[src/common/mmst_pkg.sv]
/*
  Constants, pin indices and state encoding for the module management
  sideband block. Assumes a single 20 MHz system clock.
*/
package mmst_pkg;

  // System clock
  localparam int CLK_HZ        = 20_000_000;
  localparam int CLK_PERIOD_NS = 1_000_000_000 / CLK_HZ;

  // Local timebase tick, fine enough to resolve the release limit
  localparam int TICK_US     = 100;
  localparam int TICK_CYCLES = TICK_US * 1000 / CLK_PERIOD_NS;

  // Timing limits, in their own units
  localparam int INIT_MAX_MS      = 2000;
  localparam int RESET_MIN_US     = 10;
  localparam int ATTN_ASSERT_MS   = 200;
  localparam int ATTN_RELEASE_US  = 500;
  localparam int LOS_ASSERT_MS    = 100;
  localparam int FLAG_ASSERT_MS   = 200;
  localparam int MASK_ON_MS       = 100;
  localparam int MASK_OFF_MS      = 100;
  localparam int BUS_READY_S      = 2;
  localparam int DATA_READY_S     = 2;
  localparam int RESET_READY_S    = 2;
  localparam int MODE_CHANGE_MS   = 100;
  localparam int LOWP_ENTER_MS    = 100;
  localparam int LOWP_EXIT_MS     = 300;
  localparam int PDOWN_ENTER_MS   = 100;
  localparam int PDOWN_EXIT_MS    = 300;

  // Derived counts; longest times round down
  localparam int RESET_MIN_CYCLES = RESET_MIN_US * 1000 / CLK_PERIOD_NS;
  localparam int INIT_TICKS       = INIT_MAX_MS * 1000 / TICK_US;
  localparam int WAKE_TICKS       = LOWP_EXIT_MS * 1000 / TICK_US;

  // Pin positions in the synchroniser bank
  localparam int PIN_COUNT   = 4;
  localparam int PIN_RESET   = 0;
  localparam int PIN_LOWP    = 1;
  localparam int PIN_RX_LOS  = 2;
  localparam int PIN_TX_FLT  = 3;

  // Flag positions
  localparam int FLAG_RX_LOS   = 0;
  localparam int FLAG_TX_FAULT = 1;
  localparam int FLAG_COUNT    = 8;

  // Reset values
  localparam logic RST_DATA_NOT_READY = 1'b1;
  localparam logic RST_ATTN_N         = 1'b1;

  typedef enum logic [2:0] {
    ST_HOLD   = 3'b000,
    ST_INIT   = 3'b001,
    ST_ACTIVE = 3'b011,
    ST_LOWP   = 3'b010,
    ST_WAKE   = 3'b110
  } mmst_state_t;

endpackage

[src/common/mmst_front_if.sv]
/*
  Carrier between the sideband core and its pin front end.
  Assumes both ends run on the same clock.
*/
`timescale 1ns/100ps
interface mmst_front_if;
  logic [mmst_pkg::PIN_COUNT-1:0] raw;
  logic [mmst_pkg::PIN_COUNT-1:0] clean;
  logic                           tick;

  modport front (input raw, output clean, output tick);
  modport core  (output raw, input clean, input tick);
endinterface

[src/core/mmst_core.sv]
/*
  Management sideband core of a pluggable cable module: init sequencing,
  latched flags with clear-on-read and masks, dual-purpose pins and power
  mode control. Assumes software bits arrive on the system clock and
  module pins arrive asynchronously.
*/
// Summary of operation
// - Management init completes within 2000 ms of power-up or reset rise.
// - Interrupt line goes low within 200 ms of a triggering condition.
// - Reading flags clears them; interrupt releases within 500 us after.
// - Receive signal loss sets its flag and asserts interrupt within 100 ms.
// - Any flag condition, tx fault included, flags and interrupts in 200 ms.
// - Setting a mask bit stops that flag driving interrupt within 100 ms.
// - Clearing a mask bit lets that flag drive interrupt again within 100 ms.
// - Management bus answers within 2 s of power-up.
// - Data-not-ready clears and interrupt asserts within 2 s of power-up.
// - Fully functional within 2 s after a module reset rising edge.
// - Functional within 2 s; class 2+ only while low-power is low.
// - Dual-purpose input switches meaning within 100 ms.
// - Low-power input high reduces to power class 1 within 100 ms.
// - Low-power input low gives full function within 300 ms.
// - Dual-purpose output switches meaning within 100 ms.
// - Power override or power set bit high enters class 1 in 100 ms.
// - Clearing those bits gives full function within 300 ms.
// - Flags, masks and power bits are reached over the two-wire bus.
`timescale 1ns/100ps
module mmst_core #(
  parameter int INIT_TICKS  = mmst_pkg::INIT_TICKS,
  parameter int WAKE_TICKS  = mmst_pkg::WAKE_TICKS,
  parameter int TICK_CYCLES = mmst_pkg::TICK_CYCLES,
  parameter int NUM_FLAGS   = mmst_pkg::FLAG_COUNT
) (
  // Clock, reset, enable
  input  wire logic                 CLOCK_I,
  input  wire logic                 RST_N_I,
  input  wire logic                 CE_I,
  // Module pins from the host and the optics
  input  wire logic                 MODULE_RESET_N_I,
  input  wire logic                 LOW_POWER_REQUEST_I,
  input  wire logic                 RX_LOS_I,
  input  wire logic                 TX_FAULT_I,
  // Management bits written over the two-wire bus
  input  wire logic                 DUAL_IN_TRANSMIT_DISABLE_I,
  input  wire logic                 DUAL_OUT_LOS_I,
  input  wire logic                 POWER_CLASS1_I,
  input  wire logic                 POWER_OVERRIDE_I,
  input  wire logic                 POWER_SET_I,
  input  wire logic [NUM_FLAGS-1:0] FLAG_MASK_I,
  input  wire logic [NUM_FLAGS-3:0] OTHER_COND_I,
  input  wire logic                 FLAG_READ_I,
  // Open-drain interrupt / loss-of-signal pin
  output logic                      ATTENTION_OUT_N_O,
  output logic                      ATTENTION_OE_O,
  // Module state
  output logic                      TRANSMIT_DISABLE_O,
  output logic [NUM_FLAGS-1:0]      FLAGS_O,
  output logic                      READY_EVENT_O,
  output logic                      DATA_NOT_READY_O,
  output logic                      BUS_READY_O,
  output logic                      MGMT_INIT_O,
  output logic                      LOW_POWER_O,
  output logic                      FULLY_FUNCTIONAL_O
);

  localparam int MAXT = (INIT_TICKS > WAKE_TICKS) ? INIT_TICKS : WAKE_TICKS;
  localparam int TW   = $clog2(MAXT + 1);
  // Finish one tick early: the first tick may arrive up to one tick late
  localparam logic [TW-1:0] INIT_END = TW'(INIT_TICKS - 2);
  localparam logic [TW-1:0] WAKE_END = TW'(WAKE_TICKS - 2);
  localparam int INIT_LIMIT_CYC = INIT_TICKS * TICK_CYCLES;
  localparam int WAKE_LIMIT_CYC = WAKE_TICKS * TICK_CYCLES;

  typedef struct packed {
    mmst_pkg::mmst_state_t fsm;
    logic [TW-1:0]         tcnt;
    logic [NUM_FLAGS-1:0]  flags;
    logic [NUM_FLAGS-1:0]  cond_d;
    logic                  ready_evt;
    logic                  attn_n;
    logic                  oe;
    logic                  transmit_disable;
    logic                  dnr;
    logic                  bus_ready;
    logic                  init_o;
    logic                  lowp;
    logic                  full;
  } mmst_core_t;

  mmst_core_t r;
  mmst_core_t next_r;

  mmst_front_if fif ();

  mmst_front #(
    .TICK_CYCLES (TICK_CYCLES)
  ) u_front (
    .clock_i (CLOCK_I),
    .rst_n_i (RST_N_I),
    .ce_i    (CE_I),
    .fif     (fif)
  );

  assign fif.raw[mmst_pkg::PIN_RESET]  = MODULE_RESET_N_I;
  assign fif.raw[mmst_pkg::PIN_LOWP]   = LOW_POWER_REQUEST_I;
  assign fif.raw[mmst_pkg::PIN_RX_LOS] = RX_LOS_I;
  assign fif.raw[mmst_pkg::PIN_TX_FLT] = TX_FAULT_I;

  function automatic logic in_init(input mmst_pkg::mmst_state_t s);
    in_init = (s == mmst_pkg::ST_HOLD) || (s == mmst_pkg::ST_INIT);
  endfunction

  logic                 rst_pin;
  logic                 lowp_pin;
  logic                 los_pin;
  logic                 lp_need;
  logic                 live_now;
  logic [NUM_FLAGS-1:0] cond_now;
  logic [NUM_FLAGS-1:0] rise;

  assign rst_pin  = fif.clean[mmst_pkg::PIN_RESET];
  assign lowp_pin = fif.clean[mmst_pkg::PIN_LOWP];
  assign los_pin  = fif.clean[mmst_pkg::PIN_RX_LOS];
  assign cond_now = {OTHER_COND_I, fif.clean[mmst_pkg::PIN_TX_FLT], los_pin};
  assign rise     = cond_now & ~r.cond_d;
  assign live_now = rst_pin && !in_init(r.fsm);
  // Class 1 modules never need the low-power state
  assign lp_need  = ((!DUAL_IN_TRANSMIT_DISABLE_I && lowp_pin) || POWER_OVERRIDE_I ||
                     POWER_SET_I) && !POWER_CLASS1_I;

  always_comb begin
    next_r = r;
    if (CE_I) begin
      next_r.cond_d = cond_now;
      next_r.transmit_disable  = DUAL_IN_TRANSMIT_DISABLE_I && lowp_pin;
      case (r.fsm)
        mmst_pkg::ST_HOLD: begin
          next_r.tcnt = '0;
          if (rst_pin) begin
            next_r.fsm = mmst_pkg::ST_INIT;
          end
        end
        mmst_pkg::ST_INIT: begin
          if (fif.tick) begin
            if (r.tcnt >= INIT_END) begin
              next_r.tcnt      = '0;
              next_r.dnr       = 1'b0;
              next_r.bus_ready = 1'b1;
              next_r.ready_evt = 1'b1;
              next_r.fsm = lp_need ? mmst_pkg::ST_LOWP
                                   : mmst_pkg::ST_ACTIVE;
            end else begin
              next_r.tcnt = TW'(r.tcnt + 1'b1);
            end
          end
        end
        mmst_pkg::ST_ACTIVE: begin
          if (lp_need) begin
            next_r.fsm = mmst_pkg::ST_LOWP;
          end
        end
        mmst_pkg::ST_LOWP: begin
          next_r.tcnt = '0;
          if (!lp_need) begin
            next_r.fsm = mmst_pkg::ST_WAKE;
          end
        end
        mmst_pkg::ST_WAKE: begin
          if (lp_need) begin
            next_r.fsm = mmst_pkg::ST_LOWP;
          end else if (fif.tick) begin
            if (r.tcnt >= WAKE_END) begin
              next_r.fsm = mmst_pkg::ST_ACTIVE;
            end else begin
              next_r.tcnt = TW'(r.tcnt + 1'b1);
            end
          end
        end
        default: begin
          next_r.fsm = mmst_pkg::ST_HOLD;
        end
      endcase

      // Flags latch on a rising condition; a new event beats the read
      if (live_now) begin
        next_r.flags = (FLAG_READ_I ? '0 : r.flags) | rise;
        if (FLAG_READ_I && !(r.fsm == mmst_pkg::ST_INIT)) begin
          next_r.ready_evt = 1'b0;
        end
      end

      // A reset pin low for two or more cycles restarts the sequence
      if (!rst_pin) begin
        next_r.fsm       = mmst_pkg::ST_HOLD;
        next_r.tcnt      = '0;
        next_r.flags     = '0;
        next_r.ready_evt = 1'b0;
        next_r.dnr       = mmst_pkg::RST_DATA_NOT_READY;
        next_r.bus_ready = 1'b0;
      end

      // Masks act on the latched flags, so a mask change shows next cycle
      if (DUAL_OUT_LOS_I) begin
        next_r.attn_n = !los_pin;
      end else begin
        next_r.attn_n = !(|(next_r.flags & ~FLAG_MASK_I) ||
                          next_r.ready_evt);
      end
      next_r.oe     = !next_r.attn_n;
      next_r.init_o = in_init(next_r.fsm);
      next_r.lowp   = (next_r.fsm == mmst_pkg::ST_LOWP);
      next_r.full   = (next_r.fsm == mmst_pkg::ST_ACTIVE);
    end
  end

  always_ff @(posedge CLOCK_I or negedge RST_N_I) begin
    if (!RST_N_I) begin
      r           <= '0;
      r.fsm       <= mmst_pkg::ST_HOLD;
      r.dnr       <= mmst_pkg::RST_DATA_NOT_READY;
      r.attn_n    <= mmst_pkg::RST_ATTN_N;
      r.init_o    <= 1'b1;
    end else begin
      r <= next_r;
    end
  end

  assign ATTENTION_OUT_N_O  = r.attn_n;
  assign ATTENTION_OE_O     = r.oe;
  assign TRANSMIT_DISABLE_O = r.transmit_disable;
  assign FLAGS_O            = r.flags;
  assign READY_EVENT_O      = r.ready_evt;
  assign DATA_NOT_READY_O   = r.dnr;
  assign BUS_READY_O        = r.bus_ready;
  assign MGMT_INIT_O        = r.init_o;
  assign LOW_POWER_O        = r.lowp;
  assign FULLY_FUNCTIONAL_O = r.full;

  // Elapsed-cycle helpers for the long limits
  logic [31:0] init_cyc;
  logic [31:0] wake_cyc;
  logic [31:0] tick_gap;

  always_ff @(posedge CLOCK_I or negedge RST_N_I) begin
    if (!RST_N_I) begin
      init_cyc <= '0;
      wake_cyc <= '0;
      tick_gap <= '0;
    end else if (CE_I) begin
      init_cyc <= (r.fsm == mmst_pkg::ST_INIT) ? init_cyc + 32'h1 : '0;
      wake_cyc <= (r.fsm == mmst_pkg::ST_WAKE) ? wake_cyc + 32'h1 : '0;
      tick_gap <= fif.tick ? '0 : tick_gap + 32'h1;
    end
  end

  chk_init_time_bound: assert property (
    @(posedge CLOCK_I) disable iff (!RST_N_I)
    (r.fsm == mmst_pkg::ST_INIT) |-> (init_cyc < 32'(INIT_LIMIT_CYC)))
    else $error("init state outlasted its limit");

  chk_reset_rise_init: assert property (
    @(posedge CLOCK_I) disable iff (!RST_N_I)
    (CE_I && r.fsm == mmst_pkg::ST_HOLD && rst_pin)
    |=> (r.fsm == mmst_pkg::ST_INIT) && r.dnr && !r.bus_ready)
    else $error("reset release did not start init");

  chk_ready_on_done: assert property (
    @(posedge CLOCK_I) disable iff (!RST_N_I)
    $fell(r.init_o) |-> !r.dnr && r.ready_evt &&
                        (!r.attn_n || $past(DUAL_OUT_LOS_I)))
    else $error("init end did not clear not-ready and raise attention");

  chk_bus_ready_init: assert property (
    @(posedge CLOCK_I) disable iff (!RST_N_I)
    r.bus_ready == !r.init_o)
    else $error("bus ready disagrees with init state");

  chk_attn_on_event: assert property (
    @(posedge CLOCK_I) disable iff (!RST_N_I)
    (CE_I && live_now && !DUAL_OUT_LOS_I && |(rise & ~FLAG_MASK_I))
    |=> !r.attn_n)
    else $error("attention not asserted after an unmasked event");

  chk_los_flag_set: assert property (
    @(posedge CLOCK_I) disable iff (!RST_N_I)
    (CE_I && live_now && rise[mmst_pkg::FLAG_RX_LOS])
    |=> r.flags[mmst_pkg::FLAG_RX_LOS] &&
        (!r.attn_n || $past(FLAG_MASK_I[mmst_pkg::FLAG_RX_LOS])))
    else $error("loss-of-signal flag not latched");

  chk_fault_flag_set: assert property (
    @(posedge CLOCK_I) disable iff (!RST_N_I)
    (CE_I && live_now && rise[mmst_pkg::FLAG_TX_FAULT])
    |=> r.flags[mmst_pkg::FLAG_TX_FAULT] &&
        (!r.attn_n || $past(FLAG_MASK_I[mmst_pkg::FLAG_TX_FAULT]) ||
         $past(DUAL_OUT_LOS_I)))
    else $error("fault flag not latched");

  chk_read_release: assert property (
    @(posedge CLOCK_I) disable iff (!RST_N_I)
    (CE_I && live_now && FLAG_READ_I && rise == '0 && !DUAL_OUT_LOS_I)
    |=> r.attn_n && !r.oe && r.flags == '0)
    else $error("attention not released after clearing read");

  chk_mask_blocks: assert property (
    @(posedge CLOCK_I) disable iff (!RST_N_I)
    (CE_I && live_now && !FLAG_READ_I && !DUAL_OUT_LOS_I && rise == '0 &&
     !r.ready_evt && (r.flags & ~FLAG_MASK_I) == '0)
    |=> r.attn_n && !r.oe)
    else $error("masked flag still drives attention");

  chk_mask_opens: assert property (
    @(posedge CLOCK_I) disable iff (!RST_N_I)
    (CE_I && rst_pin && !FLAG_READ_I && !DUAL_OUT_LOS_I &&
     |(r.flags & ~FLAG_MASK_I)) |=> !r.attn_n ##0 r.oe)
    else $error("unmasked flag does not drive attention");

  chk_dual_in_mode: assert property (
    @(posedge CLOCK_I) disable iff (!RST_N_I)
    CE_I |=> (r.transmit_disable == ($past(DUAL_IN_TRANSMIT_DISABLE_I) && $past(lowp_pin))))
    else $error("dual input meaning not applied");

  chk_dual_out_mode: assert property (
    @(posedge CLOCK_I) disable iff (!RST_N_I)
    (CE_I && DUAL_OUT_LOS_I) |=> (r.attn_n == !$past(los_pin)))
    else $error("dual output does not follow signal loss");

  chk_lowp_enter: assert property (
    @(posedge CLOCK_I) disable iff (!RST_N_I)
    (CE_I && rst_pin && lp_need &&
     (r.fsm == mmst_pkg::ST_ACTIVE || r.fsm == mmst_pkg::ST_WAKE))
    |=> r.lowp && !r.full)
    else $error("low power not entered");

  chk_wake_bound: assert property (
    @(posedge CLOCK_I) disable iff (!RST_N_I)
    (r.fsm == mmst_pkg::ST_WAKE) |-> (wake_cyc < 32'(WAKE_LIMIT_CYC)))
    else $error("wake from low power too slow");

  chk_class1_awake: assert property (
    @(posedge CLOCK_I) disable iff (!RST_N_I)
    (CE_I && POWER_CLASS1_I && rst_pin && r.fsm == mmst_pkg::ST_ACTIVE)
    |=> r.full)
    else $error("class 1 module left full function");

  chk_tick_period: assert property (
    @(posedge CLOCK_I) disable iff (!RST_N_I)
    (CE_I && fif.tick) |-> (tick_gap == 32'(TICK_CYCLES - 1)))
    else $error("local tick period wrong");

endmodule

[src/core/mmst_front.sv]
/*
  Pin front end: three-stage synchronisers with agreement filter and the
  fixed-rate local tick. Assumes raw pins are asynchronous to the clock.
*/
`timescale 1ns/100ps
module mmst_front #(
  parameter int TICK_CYCLES = mmst_pkg::TICK_CYCLES
) (
  // Clock and reset
  input wire logic        clock_i,
  input wire logic        rst_n_i,
  input wire logic        ce_i,
  // Pins in, clean levels out
  mmst_front_if.front     fif
);

  localparam int NP = mmst_pkg::PIN_COUNT;
  localparam int CW = $clog2(TICK_CYCLES);
  localparam logic [CW-1:0] LAST = CW'(TICK_CYCLES - 1);

  typedef struct packed {
    logic [NP-1:0] s1;
    logic [NP-1:0] s2;
    logic [NP-1:0] s3;
    logic [NP-1:0] clean;
    logic [CW-1:0] cnt;
  } mmst_front_t;

  mmst_front_t r;
  mmst_front_t next_r;

  always_comb begin
    next_r = r;
    if (ce_i) begin
      next_r.s1 = fif.raw;
      next_r.s2 = r.s1;
      next_r.s3 = r.s2;
      // A change counts only once the last two stages agree
      for (int i = 0; i < NP; i++) begin
        if (r.s2[i] == r.s3[i]) begin
          next_r.clean[i] = r.s3[i];
        end
      end
      next_r.cnt = (r.cnt == LAST) ? '0 : CW'(r.cnt + 1'b1);
    end
  end

  always_ff @(posedge clock_i or negedge rst_n_i) begin
    if (!rst_n_i) begin
      r <= '0;
    end else begin
      r <= next_r;
    end
  end

  assign fif.clean = r.clean;
  assign fif.tick  = (r.cnt == LAST);

endmodule

[config.mk]
export PLATFORM = sky130hd
export DESIGN_NAME = mmst_core
export DESIGN_NICKNAME = d
export VERILOG_FILES = /design/src/common/mmst_pkg.sv /design/src/common/mmst_front_if.sv /design/src/core/mmst_core.sv /design/src/core/mmst_front.sv
export SDC_FILE = /design/constraint.sdc
export NUM_CORES = 1
export LEC_CHECK = 0
export BUFFER_PORTS_ARGS = -buffer_cell sky130_fd_sc_hd__buf_2
export CORE_MARGIN = 3
export CORE_UTILIZATION = 35
export CTS_CLUSTER_SIZE = 8
export DETAILED_ROUTE_END_ITERATION = 10
export SYNTH_ARGS = -nofsm -noshare
export SYNTH_HDL_FRONTEND = slang
export SYNTH_HIERARCHICAL = 1
export SYNTH_SLANG_ARGS = --single-unit
[constraint.sdc]
create_clock -name CLOCK_I -period 4.8 [get_ports CLOCK_I]
set_input_delay 0.72 -clock CLOCK_I [delete_from_list [all_inputs] [get_ports CLOCK_I]]
set_output_delay 0.72 -clock CLOCK_I [all_outputs]
set_load 0.05 [all_outputs]
# After elaboration in Yosys (flattened, before gate mapping)
# Index checks and enable logic that the tools add are counted.
[classes]
n_lt_le_gt_ge = 2
div = 0
reduce_logical = 27
n_mux = 31
n_shift = 0
n_bitwise = 5
eq_ne = 20
addsub = 2
mul = 0
[ops]
columns = ["operator", "n"]
rows = [
  ["2-to-1 mux 26 bit", 2],
  ["2-to-1 mux 15 bit", 3],
  ["one-hot mux 15 bit (3 select lines)", 1],
  ["2-to-1 mux 18 bit", 2],
  ["AND 8 bit", 2],
  ["2-to-1 mux 8 bit", 2],
  ["!= test 4 bit (second input constant)", 4],
  ["NOT 8 bit", 2],
  ["adder 15 x 1 -> 15 bit (second input constant)", 1],
  [">= comparator 15 x 12 -> 1 bit (second input constant)", 1],
  [">= comparator 15 bit (second input constant)", 1],
  ["2-to-1 mux 3 bit", 5],
  ["one-hot mux 3 bit (5 select lines)", 1],
  ["equality test 3 x 2 -> 1 bit (second input constant)", 4],
  ["adder 11 x 1 -> 11 bit (second input constant)", 1],
  ["equality test 11 bit (second input constant)", 1],
  ["2-to-1 mux 11 bit", 1],
  ["2-to-1 mux 1 bit", 10],
  ["2-to-1 mux 2 bit", 4],
  ["bitwise OR 8 bit", 1],
  ["AND reduction 2 bit", 4],
  ["OR reduction 8 bit", 1],
  ["logical NOT 1 bit", 7],
  ["equality test 3 x 1 -> 1 bit (second input constant)", 2],
  ["other kinds (10)", 24],
]
[totals]
elab_cells = 108
input_bits = 27
mem_bits_rw = 0
n_memories = 0
romBits = 0
output_inout_bits = 17
ff_bits = 70
latch_bits = 0

# Longest topological paths before layout
# Gate-level depths: netlist (run 1).
[logic_depth]
depth_word = 18
depth_mapped = 9
depth_no_buf = 8

# By module
# Netlist (run 1), hierarchy kept.
[modules_own_cells]
columns = ["mod", "seq_area_each_um2", "n_inst", "cells_each", "area_each_um2"]
rows = [
  ["mmst_core", 1079.8, 1, 259, 2517.4],
  ["mmst_front", 675.6, 1, 111, 1238.7],
]

# Worst setup path before layout (run 1)
# Ideal clock, no wire load.
[synth_timing]
path_kind = "reg2reg"
start = "register u_front/r[5] (netlist name)"
end = "register, netlist name r[35]"
arrival_ns = 2.360
required_time_ns = 4.705
n_path_buf = 1
path_slack_ns = 2.344
synth_period_minus_slack_ns = 2.456
setup_ns = 0.095
stages_incl_launch_ff = 8
path_cell_list = "dfrtp_1 nand4bb_1 nor3_1 o211ai_1 a211oi_1 nand2_1 buf_2 o31ai_1"
[synth_lines]
columns = ["element", "line", "rtl"]
rows = [
  ["from (decl)", "mmst_front.sv:29", "mmst_front_t r;"],
  ["from (signal assigned)", "mmst_front.sv:52", "r <= next_r;"],
]

==> impl.org, run 1 <==
** Floorplan
- Initial Utilization :: 36.2%
- The die is 110 um tall.
- The initialized floorplan defines 37 standard-cell rows.
- Std-Cell Core Area :: 10400 um2
- The die is 110 um wide.
- During I/O placement, the number of pins put on the boundary was 44.
- The floorplan step defined a die boundary enclosing 12000 um2.

** Worst setup path
- The number of buffers and inverters on the critical path is 0.
- Peak per-stage delay on the critical path :: 0.84 ns
- The worst setup path is of the flip-flop to flip-flop kind.
- CP startpoint :: u_front/r[5]
- Cell Chain, Critical Path :: nand4bb_1 -> nor3_1 -> o211ai_1 -> a21oi_1 -> o311ai_0 -> o211ai_1
- Capture point of the worst reg-to-reg path :: r[33]
- For flop-to-flop paths, the worst setup slack is 1.48 ns.
- Cell family with the largest share of critical-path delay :: compound AO/OA/AOI/OAI gates
- Crit. End Element :: flip-flop
- Startpoint class of the critical path :: flip-flop
- Number of cells on the worst reg-to-reg path :: 6
- Largest fanout of any net on the critical path :: 11
- Most prevalent standard cell on the critical path :: o211ai_1
- Critical path arrival :: 3.58 ns
- Critical path data required time :: 5.06 ns
- Start of the worst register-to-register path :: u_front/r[5]
- On the critical path, the stage with the largest delay is an instance of nor3_1.

** Final layout
- The library cell used most frequently in the layout, excluding fill and tap cells, is dfrtp_1.
- Once layout is complete, the cells apart from fillers number 539.
- At the end of the flow, the number of nets in the layout was 428.
- Counting the fill cells in the layout gives 1033.
- Most frequent cells in the layout :: dfrtp_1 (67), buf_2 (43), o21ai_0 (30), nand2_1 (29), mux2_2 (22)
- Antenna diodes :: 0
- Growth of design area from synthesis to finish :: 12.4%
- The post-route netlist has 25.3% of its cells at a drive strength greater than 1.

** Synthesis
- Synthesis produced a netlist with a net count of 400.
- Dividing the synthesized area by the synthesized cell count gives 10.2 um2.
- The share of synthesized area in the top cell type comes to 44.6%.
- Synthesized instance count :: 370
- Post-synth top area cell :: dfrtp_1
- Sequential elements use 46.7% of the synthesized area.
- After synthesis, the share of flip-flops with an asynchronous set or reset is 100%.
- Area of the mapped netlist :: 3760 um2
- For this run, the leading register cell type out of synthesis is dfrtp_1.
- Cells taking the most area after synthesis :: dfrtp_1 (45%), mux2_2 (6.6%), o21ai_0 (4.0%), nand2_1 (2.9%), buf_4 (2.8%)
- For this run, the number of Yosys warnings is 6.
- Count of unique library cells instantiated by Yosys :: 65
- Counting flops and latches in the post-synthesis netlist gives 70.
- In this run, synthesis inferred 0 flip-flops with an integrated enable.

** Timing
- Setup violations remaining at the end of the flow were counted as 0.
- Adding up every negative setup slack in the final design gives 0 ns.
- Between clock sinks in the finished design, the worst skew comes to 0.0106 ns.
- Final max-slew violation count :: 0
- Remaining max-slew budget at the tightest pin :: 25.0%
- For this run, the top clock speed supported by timing is 301 MHz.
- The number of endpoints with negative hold slack in the final report came to 0.
- For the pin with the worst max-slew slack, the measured transition is 1.12 ns.
- Setup repair after global routing left no endpoint under its margin.
- The worst path in the final design needs a cycle of 3.32 ns, including I/O delays and setup.
- Fraction of the cycle the final worst path needs :: 69.1%

** Detailed routing
- Detailed Routing Iterations Pass 1 :: 4
- Dividing the detail-routed wire length by the instance count gives 14.9 um.
- # DRC :: 0
- Antenna Violating Nets Remaining :: 0
- For this block, the via count after detailed routing is 2938.
- Summed over all layers, the routed wires come to 8030 um.
- Iter 0 DRT Violations :: 310
- Using the TritonRoute via totals, the vias-per-cell ratio works out to 5.45.

** Clock network
- The clock tree synthesis step divided the H-tree into 3 levels.
- In this run, post-CTS hold repair placed 0 buffers.
- Buffer type at the clock tree root :: clkbuf_8
- Buffers inserted during post-CTS setup optimization :: 0
- Resized cells post-CTS :: 0
- CTS tree :: built
- Register clock-pin slew on the reported worst setup and hold paths :: 0.08 ns
- Max clock buf depth :: 2
- CTS saw 70 sinks.
- The number of clock buffers added by TritonCTS is 9.
- For the worst-skew pair, the clock arrives at the later sink with an insertion delay of 0.34 ns.

** Placed design
- Number of buffer cells added on primary ports :: 43
- Placer's final routability congestion estimate :: 0.839
- Half-perimeter wire length after placement :: 5610 um
- Total instance count after detailed placement :: 523

** Run
- Number of max-capacitance violations reported :: 0

** Global route
- The via count of the first global-routing pass is 2856.
- Initial antenna violation count :: 0
- Summed over all layers, the global routing overflow is 0.
- GRT Util Overall :: 14.0%
- Global-route wire length before repair :: 13400 um
- Maximum number of pins on one net before global-route repair :: 39

** Pwr
- IR analysis of the VDD net gives a maximum drop of 0.226 mV.
- Leakage power summed over all cells :: 0.00174 uW
- Areal power density over the cells :: 348 nW/um2

** Worst hold path
- The worst hold path belongs to the class input port to asynchronous set/reset pin.

** Status
- The run finished with clean final reports.
==> stage by stage <==
step	power, uW	setup WS (ns)	instance area, um2	hold slack, ns	util (%)
3_5_place_dp	938	1.62	3990	0.482	38.5
6_report	1470	1.48	4220	0.448	40.7
2_1_floorplan	882	2.34	3760	0.424	-
5_1_grt	1550	1.14	4220	0.501	40.7
4_1_cts	1490	1.60	4220	0.468	40.7
3_3_place_gp	929	1.74	3990	0.468	38.5
==> routing by layer <==
layer	up-vias	wire length [um]	global-route usage, %	part of all wire [%]
li1	1424	-	-	-
met1	1455	3800	18.2	47
met2	55	3800	22.1	47
met3	4	341	4.93	4.2
met4	0	92	4.27	1.1
met5	-	0	0	0
==> flip-flops by register name, indices dropped and copies added (netlist names) <==
register / count
MGMT_INIT_O: 1
TRANSMIT_DISABLE_O: 1
BUS_READY_O: 1
u_front/fif.clean: 4
LOW_POWER_O: 1
r: 26
DATA_NOT_READY_O: 1
u_front/r: 23
READY_EVENT_O: 1
FLAGS_O: 8
FULLY_FUNCTIONAL_O: 1
ATTENTION_OUT_N_O: 1
ATTENTION_OE_O: 1
==> synthesized netlist by cell type, types with 3 or more instances <==
cell type,number
nor4_1,5
o211ai_1,10
buf_4,14
or2_2,4
clkbuf_1,8
or3_1,4
dfstp_2,3
mux2_2,22
inv_1,19
nand3b_1,3
o21a_1,3
a211oi_1,6
o22ai_1,3
nand3_1,18
o221ai_1,3
nand2b_1,16
nand2_1,29
o311ai_0,3
buf_2,6
nand4_1,3
or4_1,4
a21oi_1,17
nor2_1,10
o21ai_0,30
o31ai_1,7
nor3_1,6
ha_1,3
dfrtp_1,67
==> cells by family after synthesis <==
kind of cell / share of synthesized area [%]
DFF: 46.7
buffers and inverters: 6.30
adders and majority gates: 0.999
and+or+nand+nor: 17.5
xor gates and xnor gates: 0.700
muxes: 6.86
AOI/OAI and AO/OA: 20.9
==> how the worst max path moves through the flow <==
stage	cells past startpoint	to	slack, ns
2_1_floorplan	7	r[35]	2.34
3_3_place_gp	6	r[33]	1.74
3_5_place_dp	6	r[33]	1.62
4_1_cts	6	r[33]	1.60
5_1_grt	6	r[33]	1.14
6_report	6	r[33]	1.48
==> report_power, final <==
group          internal [uW]  switching [uW]  leakage [uW]
combinational           91.3             115      0.000732
sequential               652            67.6      0.000898
clock                    301             242      0.000112
total                   1040             425       0.00174
==> layout make-up <==
type | instances | area [um2] | area share [%]
Multi-Input combinational cell | 253 | 1760 | 41.8
Clock buffer | 9 | 124 | 2.94
Timing Repair Buffer | 45 | 230 | 5.46
Clock inverter | 7 | 105 | 2.49
Tap cell | 136 | 170 | 4.03
Inverter | 19 | 71.3 | 1.69
Sequential cell | 70 | 1760 | 41.6
Power figures use the tool's default switching activity.
==> run 2: changes to the inputs <==
- clock period: 4.8 -> 3.45 ns (I/O delays scaled with it)
==> impl.org, run 2 (synthesis results as in run 1) <==
** Placed design
- Number of buffer cells added on primary ports :: 43 (unchanged)
- The detailed placer's ending HPWL is 5510 um (was 5610 um).
- The worst setup slack before clock tree synthesis came to 0.814 ns (was 1.62 ns).
- The final estimated routing congestion in global placement is 0.889 (was 0.839).

** Clock network
- The number of buffers added to fix hold violations after cts is 0 (unchanged).
- The source-to-sink clock delay at the later pin of the worst-skew pair is 0.35 ns (was 0.34 ns).
- The clock root buffer was clkbuf_8 (unchanged).
- CTS tree :: built (unchanged)
- CTS sink count :: 70 (unchanged)
- Max clock buf depth :: 2 (unchanged)
- Clock buffer count from CTS :: 9 (unchanged)
- H-tree depth reported by CTS :: 3 (unchanged)
- The post-cts repair resize count was 0 (unchanged).
- Register clock-pin slew on the reported worst setup and hold paths :: 0.08 ns (about the same)
- The post-CTS setup buffer count was 0 (unchanged).

** Worst setup path
- The worst reg-to-reg path cell count is 7 (was 6).
- Start of the worst register-to-register path :: u_front/r[5] (unchanged)
- The startpoint class of the critical path is a flip-flop (unchanged).
- Critical path data required time :: 3.68 ns (was 5.06 ns)
- The end of the worst register-to-register path is r[27] (was r[33]).
- The type of destination of the critical path is a flip-flop (unchanged).
- Critical path arrival :: 2.91 ns (was 3.58 ns)
- Register-to-register setup slack :: 0.77 ns (was 1.48 ns)
- The critical path class was flip-flop to flip-flop (unchanged).
- The maximum fanout along the worst path is 11 (unchanged).

** Timing
- The setup total negative slack came to 0 ns (unchanged).
- The number of max-slew violations in the final report is 0 (unchanged).
- RSZ-0062 raised after global routing: false (unchanged).
- Fraction of the cycle the final worst path needs :: 77.6% (was 69.1%)
- The relative slew slack was 41.7% (was 25.0%).
- The final critical path time including I/O delays and setup was 2.68 ns (was 3.32 ns).
- Least setup slack across all paths after layout :: 0.774 ns (was 1.48 ns)
- The maximum clock frequency is 374 MHz (was 301 MHz).
- The clock skew is 0.00962 ns (was 0.0106 ns).
- The slew at the pin with the worst max-slew slack was 0.875 ns (was 1.12 ns).
- Number of hold violations in the final report :: 0 (unchanged)
- Total of endpoints with negative setup slack in the final report :: 0 (unchanged)

** Floorplan
- The starting utilization of the core area came to 36.2% (unchanged).
- The height of the chip is 110 um (unchanged).
- Number of rows created at floorplan :: 37 (unchanged)
- Die footprint :: 12000 um2 (unchanged)
- X dimension of the die :: 110 um (unchanged)
- Std-Cell Core Area :: 10400 um2 (unchanged)
- The count of boundary I/O pins is 44 (unchanged).

** Final layout
- Growth of design area from synthesis to finish :: 12.3% (was 12.4%)
- Fin util :: 40.7% (about the same)
- The most common cell after layout, fill and taps aside is dfrtp_1 (unchanged).
- Footprint of the multi-input gates :: 1760 um2 (unchanged)
- Antenna diodes :: 0 (unchanged)
- Most frequent cells in the layout: dfrtp_1 (67), buf_2 (43), o21ai_0 (30), nand2_1 (29), mux2_2 (22) (unchanged).
- Number of nets in the final layout :: 431 (was 428)
- The flip-flop and latch area is 1760 um2 (unchanged).
- Share of cells above drive strength 1 :: 25.9% (was 25.3%)
- Register with the most flip-flops :: r (unchanged)
- Largest register FFs :: 26 (unchanged)
- The filler cell count in the final layout was 1027 (was 1033).

** Pwr
- Peak supply drop :: 0.233 mV (was 0.226 mV)
- The power per cell area is 467 nW/um2 (was 348 nW/um2).
- Leakage power summed over all cells :: 0.00174 uW (about the same)

** Global route
- Maximum number of pins on one net before global-route repair :: 71 (was 39)
- Initial antenna violation count :: 0 (unchanged)
- The total global routing track utilization is 14.0% (about the same).
- The wire length of the first global-routing pass was 13400 um (about the same).
- Via count of the first global-routing pass :: 2803 (was 2856)
- Overflow left after global routing :: 0 (unchanged)

** Detailed routing
- The remaining routing DRC violations is 0 (unchanged).
- Average wire per cell in the routed design :: 14.8 um (was 14.9 um)
- Antenna Violating Nets Remaining :: 0 (unchanged)
- The number of detailed-route iterations in the first pass came to 4 (unchanged).
- Wire length reported by the detailed router :: 8000 um (was 8030 um)
- Iter 0 DRT Violations :: 211 (was 310)
- The total via count in the routed design is 2914 (was 2938).
- The mean number of vias per cell was 5.38 (was 5.45).

** Run
- The number of max-cap violations is 0 (unchanged).

** Status
- Status: finished clean (unchanged).

** Worst hold path
- The worst hold-check path type is input port to asynchronous set/reset pin (unchanged).
## run 2: cell types whose count changed in the layout (fill, tap and decap cells not counted)
| cell | before | now |
|---|---|---|
| buf_4 | 2 | 5 |
| bufinv_16 | 2 | 1 |
| clkinvlp_4 | 1 | 2 |
| inv_6 | 2 | 3 |
| inv_8 | 1 | 0 |
## run 2: through the flow
stage / total power, uW / instances / cell area (um2) / hold slack, ns
6_report: 1970 / 542 / 4220 / 0.365
5_1_grt: 2080 / 542 / 4220 / 0.375
4_1_cts: 2000 / 542 / 4220 / 0.370
3_5_place_dp: 1310 / 526 / 4010 / 0.482
3_3_place_gp: 1290 / 526 / 4010 / 0.467
2_1_floorplan: 1230 / 370 / 3760 / 0.222
## run 2: power breakdown
part           internal (uW)  switching [uW]  total (uW)
clock network            342             343         685
logic                    127             156         283
registers                907            94.9        1000
## run 2: per-layer routing
| layer | vias up | global-route usage (%) | part of all wire [%] | wire length (um) |
|---|---|---|---|---|
| met4 | 0 | 4.99 | 1.4 | 110 |
| met2 | 60 | 22.1 | 47 | 3780 |
| met1 | 1422 | 18.7 | 47 | 3730 |
| li1 | 1425 | - | - | - |
| met3 | 7 | 3.46 | 4.8 | 381 |
| met5 | - | 0 | 0 | 0 |
## run 2: worst max-delay path, stage by stage, from the launching register on
cell and delay, ns:
dfrtp_1 0.42, nand4bb_1 0.31, nor3_1 0.26, buf_4 0.19, o211ai_1 0.17, a211oi_1 0.44, nand2_1 0.36, o311ai_0 0.40
## run 2: layout make-up
class                   count  area share [%]
repair buffers             48            5.99
multi-input cells         253            41.8
inverters                  19            1.69
flip-flops and latches     70            41.6
clock buffers               9            2.94
well taps                 136            4.03
clock inverters             7            1.90
## run 2: worst max path at each step
stage          slack (ns)    end  cells after the start         start
4_1_cts              0.78  r[27]                      7  u_front/r[5]
3_3_place_gp         0.94  r[28]                      9  u_front/r[0]
5_1_grt              0.50  r[27]                      7  u_front/r[5]
2_1_floorplan        0.99  r[35]                      7  u_front/r[5]
3_5_place_dp         0.81  r[27]                      7  u_front/r[5]
6_report             0.77  r[27]                      7  u_front/r[5]
